## config.mk

```make
export PLATFORM = sky130hd
export DESIGN_NAME = mcf_codec
export DESIGN_NICKNAME = d
export VERILOG_FILES = /design/src/core/mcf_pkg.sv /design/src/core/mcf_codec.sv /design/src/core/mcf_hex_digit.sv
export SDC_FILE = /design/constraint.sdc
export NUM_CORES = 1
export LEC_CHECK = 0
export BUFFER_PORTS_ARGS = -buffer_cell sky130_fd_sc_hd__buf_2
export CORE_MARGIN = 2
export CORE_UTILIZATION = 56
export CTS_CLUSTER_SIZE = 30
export DETAILED_ROUTE_END_ITERATION = 10
export PLACE_DENSITY = 0.81
export SYNTH_ARGS = -nofsm -noshare
export SYNTH_HDL_FRONTEND = slang
export SYNTH_SLANG_ARGS = --single-unit
```

## constraint.sdc

```tcl
create_clock -name CLOCK_IN -period 3.4 [get_ports CLOCK_IN]
set_input_delay 0.34 -clock CLOCK_IN [delete_from_list [all_inputs] [get_ports CLOCK_IN]]
set_output_delay 0.34 -clock CLOCK_IN [all_outputs]
set_load 0.05 [all_outputs]
```

## src/core/mcf_pkg.sv

```systemverilog
package mcf_pkg;

  localparam logic [7:0] COND_MIN = 8'h01;
  localparam logic [7:0] COND_MAX = 8'h05;
  localparam logic [7:0] COND_NOFILE_A = 8'h02;
  localparam logic [7:0] COND_NOFILE_B = 8'h04;
  localparam logic [7:0] FIXED_VAL = 8'h0f;
  localparam logic [7:0] SPACE_CODE = 8'h20;
  localparam logic [15:0] FILE_NONE = 16'h0000;
  localparam logic [15:0] FILE_MAX = 16'h0100;
  localparam logic [15:0] FILE_UNKNOWN = 16'hffff;
  localparam logic [15:0] PAT_NONE = 16'h0000;
  localparam logic [15:0] PAT_CHART = 16'h0003;
  localparam logic [15:0] BLOCK_MAX = 16'h013f;
  localparam logic [15:0] STEP_MAX = 16'h01ff;

  // Field lengths in received characters, ASCII then binary framing.
  localparam logic [3:0] LEN_COND_A = 4'h2;
  localparam logic [3:0] LEN_COND_B = 4'h1;
  localparam logic [3:0] LEN_WORD_A = 4'h4;
  localparam logic [3:0] LEN_WORD_B = 4'h2;
  localparam logic [3:0] LEN_SEQ_A = 4'h8;
  localparam logic [3:0] LEN_SEQ_B = 4'h4;
  localparam logic [3:0] LEN_NAME = 4'hc;
  localparam logic [3:0] NAME_ATTR_IDX = 4'hb;

  // Scan ends to wait so that one whole scan lies inside the delay.
  localparam logic [1:0] SCANS_FOR_LOOKUP = 2'h2;

  // ASCII hexadecimal digit codes.
  localparam logic [7:0] CH_0 = 8'h30;
  localparam logic [7:0] CH_9 = 8'h39;
  localparam logic [7:0] CH_UA = 8'h41;
  localparam logic [7:0] CH_UF = 8'h46;
  localparam logic [7:0] CH_LA = 8'h61;
  localparam logic [7:0] CH_LF = 8'h66;
  localparam logic [7:0] HEX_TEN = 8'h0a;

  // Register byte offsets on the Avalon-MM slave.
  localparam logic [4:0] REG_CTRL = 5'h00;
  localparam logic [4:0] REG_STATUS = 5'h04;
  localparam logic [4:0] REG_FILE = 5'h08;
  localparam logic [4:0] REG_CHART = 5'h0c;
  localparam logic [4:0] REG_SEQ = 5'h10;
  localparam int CTRL_ASCII_BIT = 0;
  localparam int CTRL_MON_BIT = 1;
  localparam logic [1:0] CTRL_RESET = 2'h2;

  typedef enum logic [3:0] {
    S_IDLE = 4'h0,
    S_COND = 4'h1,
    S_FIXED = 4'h3,
    S_FILE = 4'h2,
    S_NAME = 4'h6,
    S_PAT = 4'h7,
    S_BLOCK = 4'h5,
    S_STEP = 4'h4,
    S_SEQ = 4'hc,
    S_DECIDE = 4'hd,
    S_WSCAN = 4'hf,
    S_WHIT = 4'he,
    S_FIRE = 4'ha
  } mcf_state_e;

  typedef struct packed {
    logic [7:0] cond;
    logic [15:0] file;
    logic [15:0] pattern;
    logic [15:0] block;
    logic [15:0] step;
    logic [31:0] seq;
  } mcf_fields_s;

endpackage

```

## src/core/mcf_codec.sv

```systemverilog
`timescale 1ns/1ps
module mcf_codec (
  input wire logic CLOCK_IN,
  input wire logic NRST_IN,
  input wire logic START_IN,
  input wire logic RX_VALID_IN,
  input wire logic [7:0] RX_DATA_IN,
  output logic RX_READY_OUT,
  input wire logic SCAN_END_IN,
  input wire logic SEQ_STEP_HIT_IN,
  output logic READ_TRIGGER_OUT,
  output logic FORMAT_ERROR_OUT,
  output mcf_pkg::mcf_fields_s FIELDS_OUT,
  input wire logic [4:0] AVS_ADDRESS_IN,
  input wire logic AVS_READ_IN,
  input wire logic AVS_WRITE_IN,
  input wire logic [31:0] AVS_WRITEDATA_IN,
  output logic [31:0] AVS_READDATA_OUT,
  output logic AVS_WAITREQUEST_OUT
);
  mcf_pkg::mcf_state_e state_reg, state_next;
  mcf_pkg::mcf_fields_s fields_reg;
  logic [1:0] ctrl_reg;
  logic ascii_reg, mon_reg, err_reg, hit_reg, nofile_reg;
  logic trig_reg, ferr_reg, ack_reg;
  logic [3:0] err_field_reg, cnt_reg, len;
  logic [1:0] scan_cnt_reg;
  logic [31:0] acc_reg, acc_next, rd_reg;
  logic [3:0] nib;
  logic nib_ok, rx_fire, fld_last, numeric, viol;
  logic [15:0] w;

  mcf_hex_digit u_hex (
    .char_in(RX_DATA_IN),
    .nibble_out(nib),
    .valid_out(nib_ok)
  );

  assign RX_READY_OUT = state_reg != mcf_pkg::S_IDLE &&
    state_reg != mcf_pkg::S_DECIDE && state_reg != mcf_pkg::S_WSCAN &&
    state_reg != mcf_pkg::S_WHIT && state_reg != mcf_pkg::S_FIRE;
  assign rx_fire = RX_VALID_IN && RX_READY_OUT;
  assign numeric = state_reg != mcf_pkg::S_NAME;
  assign fld_last = rx_fire && cnt_reg == len - 4'h1;
  assign w = acc_next[15:0];

  // Field length depends on the field and on the framing.
  always_comb begin
    case (state_reg)
      mcf_pkg::S_COND, mcf_pkg::S_FIXED: begin
        len = ascii_reg ? mcf_pkg::LEN_COND_A : mcf_pkg::LEN_COND_B;
      end
      mcf_pkg::S_NAME: begin
        len = mcf_pkg::LEN_NAME;
      end
      mcf_pkg::S_SEQ: begin
        len = ascii_reg ? mcf_pkg::LEN_SEQ_A : mcf_pkg::LEN_SEQ_B;
      end
      default: begin
        len = ascii_reg ? mcf_pkg::LEN_WORD_A : mcf_pkg::LEN_WORD_B;
      end
    endcase
  end

  // ASCII digits arrive most significant first, binary bytes low first.
  always_comb begin
    if (ascii_reg) begin
      acc_next = {acc_reg[27:0], nib};
    end else begin
      acc_next = acc_reg |
        ({24'h000000, RX_DATA_IN} << {cnt_reg[1:0], 3'b000});
    end
  end

  // Checks on ASCII digits, name characters and completed fields; a bad field only flags, the frame runs on.
  always_comb begin
    viol = 1'b0;
    if (rx_fire && numeric && ascii_reg && !nib_ok) begin
      viol = 1'b1;
    end
    if (rx_fire && state_reg == mcf_pkg::S_NAME) begin
      if ((nofile_reg || cnt_reg == mcf_pkg::NAME_ATTR_IDX) &&
          RX_DATA_IN != mcf_pkg::SPACE_CODE) begin
        viol = 1'b1;
      end
    end
    if (fld_last) begin
      case (state_reg)
        mcf_pkg::S_COND: begin
          if (acc_next[7:0] < mcf_pkg::COND_MIN ||
              acc_next[7:0] > mcf_pkg::COND_MAX) begin
            viol = 1'b1;
          end
        end
        mcf_pkg::S_FIXED: begin
          if (acc_next[7:0] != mcf_pkg::FIXED_VAL) begin
            viol = 1'b1;
          end
        end
        mcf_pkg::S_FILE: begin
          if (nofile_reg && w != mcf_pkg::FILE_NONE) begin
            viol = 1'b1;
          end else if (w > mcf_pkg::FILE_MAX && w != mcf_pkg::FILE_UNKNOWN) begin
            viol = 1'b1;
          end
        end
        mcf_pkg::S_PAT: begin
          if (w != mcf_pkg::PAT_NONE && w != mcf_pkg::PAT_CHART) begin
            viol = 1'b1;
          end else if (nofile_reg && w != mcf_pkg::PAT_NONE) begin
            viol = 1'b1;
          end
        end
        mcf_pkg::S_BLOCK, mcf_pkg::S_STEP: begin
          if ((nofile_reg || fields_reg.pattern == mcf_pkg::PAT_NONE) &&
              w != 16'h0000) begin
            viol = 1'b1;
          end else if (w > (state_reg == mcf_pkg::S_BLOCK ?
                       mcf_pkg::BLOCK_MAX : mcf_pkg::STEP_MAX)) begin
            viol = 1'b1;
          end
        end
        mcf_pkg::S_SEQ: begin
          if (nofile_reg && acc_next != 32'h00000000) begin
            viol = 1'b1;
          end
        end
        default: begin
          viol = viol;
        end
      endcase
    end
  end

  always_comb begin
    state_next = state_reg;
    case (state_reg)
      mcf_pkg::S_IDLE: begin
        if (START_IN) begin
          state_next = ctrl_reg[mcf_pkg::CTRL_MON_BIT] ?
            mcf_pkg::S_COND : mcf_pkg::S_FIRE;
        end
      end
      mcf_pkg::S_COND: if (fld_last) state_next = mcf_pkg::S_FIXED;
      mcf_pkg::S_FIXED: if (fld_last) state_next = mcf_pkg::S_FILE;
      mcf_pkg::S_FILE: if (fld_last) state_next = mcf_pkg::S_NAME;
      mcf_pkg::S_NAME: if (fld_last) state_next = mcf_pkg::S_PAT;
      mcf_pkg::S_PAT: if (fld_last) state_next = mcf_pkg::S_BLOCK;
      mcf_pkg::S_BLOCK: if (fld_last) state_next = mcf_pkg::S_STEP;
      mcf_pkg::S_STEP: if (fld_last) state_next = mcf_pkg::S_SEQ;
      mcf_pkg::S_SEQ: if (fld_last) state_next = mcf_pkg::S_DECIDE;
      mcf_pkg::S_DECIDE: begin
        if (err_reg) begin
          state_next = mcf_pkg::S_IDLE;
        end else if (fields_reg.file == mcf_pkg::FILE_UNKNOWN) begin
          state_next = mcf_pkg::S_WSCAN;
        end else if (fields_reg.pattern == mcf_pkg::PAT_CHART) begin
          state_next = mcf_pkg::S_WHIT;
        end else begin
          state_next = mcf_pkg::S_FIRE;
        end
      end
      mcf_pkg::S_WSCAN: begin
        if (SCAN_END_IN && scan_cnt_reg == mcf_pkg::SCANS_FOR_LOOKUP - 2'h1) begin
          state_next = fields_reg.pattern == mcf_pkg::PAT_CHART ?
            mcf_pkg::S_WHIT : mcf_pkg::S_FIRE;
        end
      end
      mcf_pkg::S_WHIT: begin
        if (SCAN_END_IN && (hit_reg || SEQ_STEP_HIT_IN)) begin
          state_next = mcf_pkg::S_FIRE;
        end
      end
      default: begin
        state_next = mcf_pkg::S_IDLE;
      end
    endcase
  end

  always_ff @(posedge CLOCK_IN or negedge NRST_IN) begin
    if (!NRST_IN) begin
      state_reg <= mcf_pkg::S_IDLE;
    end else begin
      state_reg <= state_next;
    end
  end

  // Framing and read kind are frozen at the start of a request.
  always_ff @(posedge CLOCK_IN or negedge NRST_IN) begin
    if (!NRST_IN) begin
      ascii_reg <= 1'b0;
      mon_reg <= 1'b0;
    end else if (state_reg == mcf_pkg::S_IDLE && START_IN) begin
      ascii_reg <= ctrl_reg[mcf_pkg::CTRL_ASCII_BIT];
      mon_reg <= ctrl_reg[mcf_pkg::CTRL_MON_BIT];
    end
  end

  always_ff @(posedge CLOCK_IN or negedge NRST_IN) begin
    if (!NRST_IN) begin
      cnt_reg <= 4'h0;
      acc_reg <= 32'h00000000;
    end else if (state_reg == mcf_pkg::S_IDLE || fld_last) begin
      cnt_reg <= 4'h0;
      acc_reg <= 32'h00000000;
    end else if (rx_fire) begin
      cnt_reg <= cnt_reg + 4'h1;
      acc_reg <= acc_next;
    end
  end

  always_ff @(posedge CLOCK_IN or negedge NRST_IN) begin
    if (!NRST_IN) begin
      fields_reg <= '0;
      nofile_reg <= 1'b0;
    end else if (fld_last) begin
      case (state_reg)
        mcf_pkg::S_COND: begin
          fields_reg.cond <= acc_next[7:0];
          nofile_reg <= acc_next[7:0] == mcf_pkg::COND_NOFILE_A ||
            acc_next[7:0] == mcf_pkg::COND_NOFILE_B;
        end
        mcf_pkg::S_FILE: fields_reg.file <= w;
        mcf_pkg::S_PAT: fields_reg.pattern <= w;
        mcf_pkg::S_BLOCK: fields_reg.block <= w;
        mcf_pkg::S_STEP: fields_reg.step <= w;
        mcf_pkg::S_SEQ: fields_reg.seq <= acc_next;
        default: fields_reg <= fields_reg;
      endcase
    end
  end

  // The first failing field is kept so software can see what went wrong.
  always_ff @(posedge CLOCK_IN or negedge NRST_IN) begin
    if (!NRST_IN) begin
      err_reg <= 1'b0;
      err_field_reg <= 4'h0;
    end else if (state_reg == mcf_pkg::S_IDLE && START_IN) begin
      err_reg <= 1'b0;
      err_field_reg <= 4'h0;
    end else if (viol && !err_reg) begin
      err_reg <= 1'b1;
      err_field_reg <= state_reg;
    end
  end

  // A step hit is remembered until the end of the scan it belongs to.
  always_ff @(posedge CLOCK_IN or negedge NRST_IN) begin
    if (!NRST_IN) begin
      hit_reg <= 1'b0;
      scan_cnt_reg <= 2'h0;
    end else begin
      hit_reg <= !SCAN_END_IN && (hit_reg || SEQ_STEP_HIT_IN);
      if (state_reg != mcf_pkg::S_WSCAN) begin
        scan_cnt_reg <= 2'h0;
      end else if (SCAN_END_IN) begin
        scan_cnt_reg <= scan_cnt_reg + 2'h1;
      end
    end
  end

  always_ff @(posedge CLOCK_IN or negedge NRST_IN) begin
    if (!NRST_IN) begin
      trig_reg <= 1'b0;
      ferr_reg <= 1'b0;
    end else begin
      trig_reg <= state_reg == mcf_pkg::S_FIRE;
      ferr_reg <= state_reg == mcf_pkg::S_DECIDE && err_reg;
    end
  end

  assign READ_TRIGGER_OUT = trig_reg;
  assign FORMAT_ERROR_OUT = ferr_reg;
  assign FIELDS_OUT = fields_reg;

  // Each access is answered on the second cycle; the stall costs one cycle.
  assign AVS_WAITREQUEST_OUT = (AVS_READ_IN || AVS_WRITE_IN) && !ack_reg;

  always_ff @(posedge CLOCK_IN or negedge NRST_IN) begin
    if (!NRST_IN) begin
      ack_reg <= 1'b0;
      ctrl_reg <= mcf_pkg::CTRL_RESET;
      rd_reg <= 32'h00000000;
    end else begin
      ack_reg <= (AVS_READ_IN || AVS_WRITE_IN) && !ack_reg;
      // A write lands only on the edge that completes the access, one edge after the stall ends.
      if (AVS_WRITE_IN && ack_reg && AVS_ADDRESS_IN == mcf_pkg::REG_CTRL) begin
        ctrl_reg <= AVS_WRITEDATA_IN[1:0];
      end
      if (AVS_READ_IN && !ack_reg) begin
        if (AVS_ADDRESS_IN == mcf_pkg::REG_CTRL) begin
          rd_reg <= {30'h00000000, ctrl_reg};
        end else if (AVS_ADDRESS_IN == mcf_pkg::REG_STATUS) begin
          rd_reg <= {22'h000000, err_field_reg, state_reg, nofile_reg, err_reg};
        end else if (AVS_ADDRESS_IN == mcf_pkg::REG_FILE) begin
          rd_reg <= {8'h00, fields_reg.cond, fields_reg.file};
        end else if (AVS_ADDRESS_IN == mcf_pkg::REG_CHART) begin
          rd_reg <= {fields_reg.block, fields_reg.step};
        end else if (AVS_ADDRESS_IN == mcf_pkg::REG_SEQ) begin
          rd_reg <= fields_reg.seq;
        end else begin
          rd_reg <= 32'h00000000;
        end
      end
    end
  end

  assign AVS_READDATA_OUT = rd_reg;
endmodule // mcf_codec

```

## src/core/mcf_hex_digit.sv

```systemverilog
`timescale 1ns/1ps
module mcf_hex_digit (
  input wire logic [7:0] char_in,
  output logic [3:0] nibble_out,
  output logic valid_out
);
  logic [7:0] diff;

  always_comb begin
    diff = 8'h00;
    valid_out = 1'b1;
    if (char_in >= mcf_pkg::CH_0 && char_in <= mcf_pkg::CH_9) begin
      diff = char_in - mcf_pkg::CH_0;
    end else if (char_in >= mcf_pkg::CH_UA && char_in <= mcf_pkg::CH_UF) begin
      diff = char_in - mcf_pkg::CH_UA + mcf_pkg::HEX_TEN;
    end else if (char_in >= mcf_pkg::CH_LA && char_in <= mcf_pkg::CH_LF) begin
      diff = char_in - mcf_pkg::CH_LA + mcf_pkg::HEX_TEN;
    end else begin
      valid_out = 1'b0;
    end
    nibble_out = diff[3:0];
  end
endmodule // mcf_hex_digit

```

# == Word level (Yosys, flattened, before mapping) ==
# Index checks and enable logic that the tools add are counted.
# classes
n_lt_le_gt_ge,10
n_shift,1
add_sub_neg,8
reduce_logical,58
n_mul,0
bitwise,1
mux,57
n_eq_ne,43
n_div,0
# op_table
cell,n
$mux 32,8
$mux 4,21
$pmux 4 s12,1
$or 32x32->32,1
$reduce_bool 32->1,1
$shl 8x5->32,1
$logic_and 1x1->1,29
$eq 4x4->1 const B,6
$ne 2x2->1 const B,11
$mux 1,18
$eq 16x16->1 const B,1
$eq 16x2->1 const B,1
$eq 4x3->1 const B,4
$ge 8x7->1 const B,2
$gt 16x9->1,1
$gt 16x9->1 const B,1
$le 8x7->1 const B,2
$logic_not 16->1,1
$ne 16x16->1 const B,1
$ne 16x2->1 const B,1
$ne 4x4->1 const B,4
$reduce_bool 16->1,1
$sub 4x1->4 const B,4
$pmux 4 s3,1
other kinds (32),56
# word_totals
memories,0
output_inout_bits,140
rom_bits,0
regBits,191
wordCells,198
in_bits,53
latchBits,0
ram_bits,0

# == Depth between registers and ports, before layout ==
# depth
depth_word,19
ltp_mapped,13
mapped_depth_nobuf,11

# == Hierarchy ==
# Synthesis repeated with hierarchy kept, for this count alone.
# hier_totals
cells_unflattened,913
hier_area_um2,9509.1
# modules_own_cells
module,cells_each,seq_area_each_um2,n_inst,area_each_um2
mcf_codec,888,4780.8,1,9305.2
mcf_hex_digit,25,0.0,1,203.9

# == Least setup slack after synthesis ==
# No wires, ideal clock.
# synth_timing
path_type,reg2reg
startpoint,register state_reg[1]
endpoint,register fields_reg (netlist bit FIELDS_OUT[71])
required_time_ps,3275
period_less_slack_ps,2920
path_slack_ps,480
setup_time_ps,125
t_arrival_ps,2795
path_stages_with_launch,12
path_buffers,3
cell_sequence,dfrtp_1 > clkbuf_1 > nor2_1 > nand3_1 > xor2_1 > o2111ai_1 > a211o_1 > buf_2 > or2_1 > nor2_1 > buf_2 > mux2_2
# synth_between
elab_chain_len,8
elab_cells_between_ends,21
classes_between,1 x add/sub; 10 x eq/ne; 1 x mux; 9 x reduce/logical
# synth_rtl
element,line_no,rtl
start: declaration,mcf_codec.sv:21,"mcf_pkg::mcf_state_e state_reg, state_next;"
start signal: assignment,mcf_codec.sv:182,state_reg <= mcf_pkg::S_IDLE;
start signal: assignment,mcf_codec.sv:184,state_reg <= state_next;
branches (longest 7 deep; another with $sub 4x1->4),--,
$reduce_and 2->1 (no line) *,--,
end signal: assignment,mcf_codec.sv:228,default: fields_reg <= fields_reg;
end: declaration,mcf_codec.sv:22,mcf_pkg::mcf_fields_s fields_reg;
# Mark *: on every way between the ends.
# A chain may end at the register's enable or synchronous reset.

# == Final worst setup path ==
# layout_timing
startpoint,register ascii_reg
endpoint,register err_reg
# layout_between
elab_cells_between_ends,41
classes_between,1 x add/sub; 4 x order compare; 4 x eq/ne; 19 x mux; 13 x reduce/logical
# layout_rtl
element,line_no,rtl
start: declaration,mcf_codec.sv:24,"logic ascii_reg, mon_reg, err_reg, hit_reg, nofile_reg;"
start signal: assignment,mcf_codec.sv:194,ascii_reg <= ctrl_reg[mcf_pkg::CTRL_ASCII_BIT];
$mux 32 *,mcf_codec.sv:67,if (ascii_reg) begin
net acc_next[6],mcf_codec.sv:28,"logic [31:0] acc_reg, acc_next, rd_reg;"
$gt 16x9->1 (tied with other cells),mcf_codec.sv:103,end else if (w > mcf_pkg::FILE_MAX && w != mcf_pkg::FILE_UNKNOWN) begin
$logic_and 1x1->1 (on tied branches),"mcf_codec.sv:103, mcf_codec.sv:101, mcf_codec.sv:110",
$mux 1 (on tied branches),"mcf_codec.sv:103, mcf_codec.sv:110",
$mux 1 (on tied branches),"mcf_codec.sv:101, mcf_codec.sv:108",
$pmux 1 s6 *,mcf_codec.sv:88,case (state_reg)
$mux 1 *,mcf_codec.sv:87,if (fld_last) begin
$logic_and 1x1->1 *,mcf_codec.sv:241,end else if (viol && !err_reg) begin
$reduce_bool 2->1 (no line) *,--,
end signal: assignment,mcf_codec.sv:236,err_reg <= 1'b0;
end signal: assignment,mcf_codec.sv:239,err_reg <= 1'b0;
end signal: assignment,mcf_codec.sv:242,err_reg <= 1'b1;
end: declaration,mcf_codec.sv:24,
# The timed path passes the listed nets; every way through them passes the cells marked *.

==> qor.csv <==
stage,metric,value,unit
finish,final_common_cell,dfrtp_1,
routing,route.detailed.drc,0,
routing,drt_iter0_drc,967,
pwr,pwr-share-seq,0.310,
routing,drt_pass1_iterations,6,
synthesis,syn_area,9590,sq um
grt,grt_pass1_vias,8017,
routing,avgViaCountPerCell,6.31,
clocking,h-tree-depth,4,
routing,wire_per_inst,21.7,um
clocking,cts_tree,yes,
synthesis,yosys_warnings,0,
critical_path,cp_top_family,simple AND/OR/NAND/NOR gates,
finish,largest_reg_flops,104,
critical_path,critPathLaunch,ascii_reg,
routing,antenna_left,0,
clocking,clk_latency,440,ps
pwr,p_int,5860,uW
critical_path,critPathSlowestCell,dfrtp_4,
grt,grt_max_degree,95,
floorplan,num_rows,47,
synthesis,synth_fp_nets,979,
placed_design,io_buffers,162,
floorplan,coreArea,16600,sq um
grt,grtUsageTotal,0.323,
pwr,p_switching,5800,uW
synthesis,synth-seq-area-share,0.498,
critical_path,arrival,3540,ps
timing,tns,0,ps
timing,fin_crit,3210,ps
routing,drt-total-wl,28.9,mm
floorplan,die_y,135,um
flow_run,maxCapViolCount,0,
floorplan,die_area,18200,sq um
finish,final_layout_size_suffix_gt1_frac,0.336,
critical_path,crit_top_cell,o31ai_2,
clocking,cts_sinks,191,
critical_path,crit_buf_inv,0,
pwr,clock_power_share,0.168,
grt,antenna_found_initial,0,
clocking,cts_inserted_buffers,17,
outcome,failed_checks,hold timing,
finish,nNetsFinal,1159,
clocking,postCtsSetupBuffers,0,
outcome,outcome,finished with violations,
timing,finClkSkew,8.33,ps
synthesis,synth_area_per_cell,10.4,sq um
synthesis,ys_types,79,
critical_path,start_kind,flop,
timing,finalHoldViolations,33,
timing,finalMaxSlewViolations,0,
critical_path,crit_chain,"nand2b_1, o31ai_2, nand4_1, or4_1, o31ai_2, nand2_1, o31a_1, or3_1, a22o_1",
floorplan,start_util,0.576,
timing,whs,-31.8,ps
routing,routed-via-count,8395,
timing,tightest_slew,832,ps
placed_design,place_ws,67.4,ps
synthesis,synth_cells,919,
timing,setup_viol,0,
critical_path,cpPeakStageDelay,610,ps
critical_path,rr_startpoint,ascii_reg,
grt,grt_first_pass_wirelength,44.8,mm
placed_design,dpl.hpwl,20.2,mm
synthesis,ys.flop_type,dfrtp_1,
timing,max_freq,0.312,GHz
critical_path,critPathCaptureType,flop,
floorplan,die_w,135,um
placed_design,gp_congestion,0.922,
finish,antenna_cells,0,
clocking,clk_pin_slew,70,ps
pwr,pwr-share-comb,0.522,
critical_path,crit_type,reg -> reg,
timing,period_share,0.943,
timing,rsz0062_at_grt,false,
floorplan,ios,193,
critical_path,path_max_fanout,24,
pwr,power.density,1020,nW/um^2
synthesis,synthArstFlopShare,1.00,
pwr,leakage,0.00554,uW
finish,layout_common_cells,"dfrtp_1 (189), buf_2 (161), nand2_1 (130)",
worst_hold_path,hp-class,in -> async,
timing,fin_ws,192,ps
pwr,swShare,0.497,
pwr,irDropWorstVdd,649,uV
finish,area_growth,19.6,%
synthesis,synth-seq-cells,191,
grt,grt_overflow,0,
clocking,root_buffer,clkbuf_16,
critical_path,required,3730,ps
clocking,clockBufferDepth,2,
synthesis,synth_edf_count,0,
timing,max_slew_margin,0.445,
==> kinds of logic (layout without fill, tap and decap cells) <==
| kind of cell | count (synthesis) | after routing | synth area share |
|---|---|---|---|
| compound gates | 210 | 210 | 0.142 |
| xor+xnor | 8 | 8 | 0.00730 |
| fa+ha+maj | 7 | 7 | 0.00913 |
| buf+inv | 76 | 268 | 0.0336 |
| flops | 191 | 191 | 0.498 |
| mux | 148 | 148 | 0.169 |
| simple gates | 279 | 279 | 0.141 |
==> cell type report <==
class	count	area (sq um)
fill	1261	5160
sequential	191	4780
multi-input combinational	652	4510
timing repair buffer	219	1270
clock buffer	22	464
tap	220	275
clock inverter	9	104
inverter	18	67.6
==> through the flow <==
step / util / instance area [sq um] / total power [uW] / cells / hold WS, ps
2_1_floorplan: - / 9590 / 7540 / 919 / 44.4
3_3_place_gp: 0.655 / 10900 / 9450 / 1300 / 438
3_5_place_dp: 0.655 / 10900 / 9600 / 1300 / 453
4_1_cts: 0.689 / 11500 / 11600 / 1331 / 4.83
5_1_grt: 0.690 / 11500 / 12100 / 1331 / 22.6
6_report: 0.690 / 11500 / 11700 / 1331 / -31.8
==> worst reg2reg max path: stages (launching register included) <==
cell and delay (ps):
dfrtp_4 610, nand2b_1 290, o31ai_2 570, nand4_1 170, or4_1 450, o31ai_2 210
nand2_1 80, o31a_1 130, or3_1 380, a22o_1 210
==> cell usage after synthesis, types with 9 or more instances <==
library cell,instances,share of area
a21oi_1,70,0.037
a22oi_1,9,0.0070
buf_2,18,0.0094
clkbuf_1,33,0.013
dfrtp_1,190,0.50
inv_1,17,0.0067
mux2_2,103,0.12
mux2i_1,39,0.041
nand2_1,130,0.051
nand2b_1,14,0.0091
nand3_1,11,0.0057
nand4_1,10,0.0065
nor2_1,48,0.019
nor4_1,16,0.010
o21ai_0,53,0.028
o21ai_1,11,0.0057
==> what timing repair did <==
action                                  CTS  global route
hold buffers                              0             0
endpoints found under the setup margin    0             5
resized for setup                         0             2
==> final timing paths <==
check                                  to  slack, ps  cells after the start
setup reg to reg                  err_reg        190                      9
hold reg to reg                   ack_reg        470                      1
setup / recovery                  err_reg        190                      9
min in group CLOCK_IN             hit_reg        120                      2
hold / removal             FIELDS_OUT[67]        -30                      1
max in group asynchronous     acc_reg[29]       2550                      2
==> routing by layer <==
layer  global-route usage  up-vias  share of wire
met5                    0        -              0
met4                0.151        0          0.042
met3               0.0586       92          0.089
met1                0.434     4125           0.40
met2                0.510      484           0.47
li1                     -     3694              -
==> power by group through the flow <==
| stage | clock [uW] | sequential [uW] | combinational [uW] |
|---|---|---|---|
| 6_report | 1960 | 3620 | 6090 |
| 4_1_cts | 1960 | 3590 | 6010 |
| 3_5_place_dp | 0 | 3620 | 5980 |
| 5_1_grt | 2050 | 3690 | 6400 |
| 2_1_floorplan | 0 | 4880 | 2650 |
| 3_3_place_gp | 0 | 3590 | 5870 |
Power figures use the tool's default switching activity.
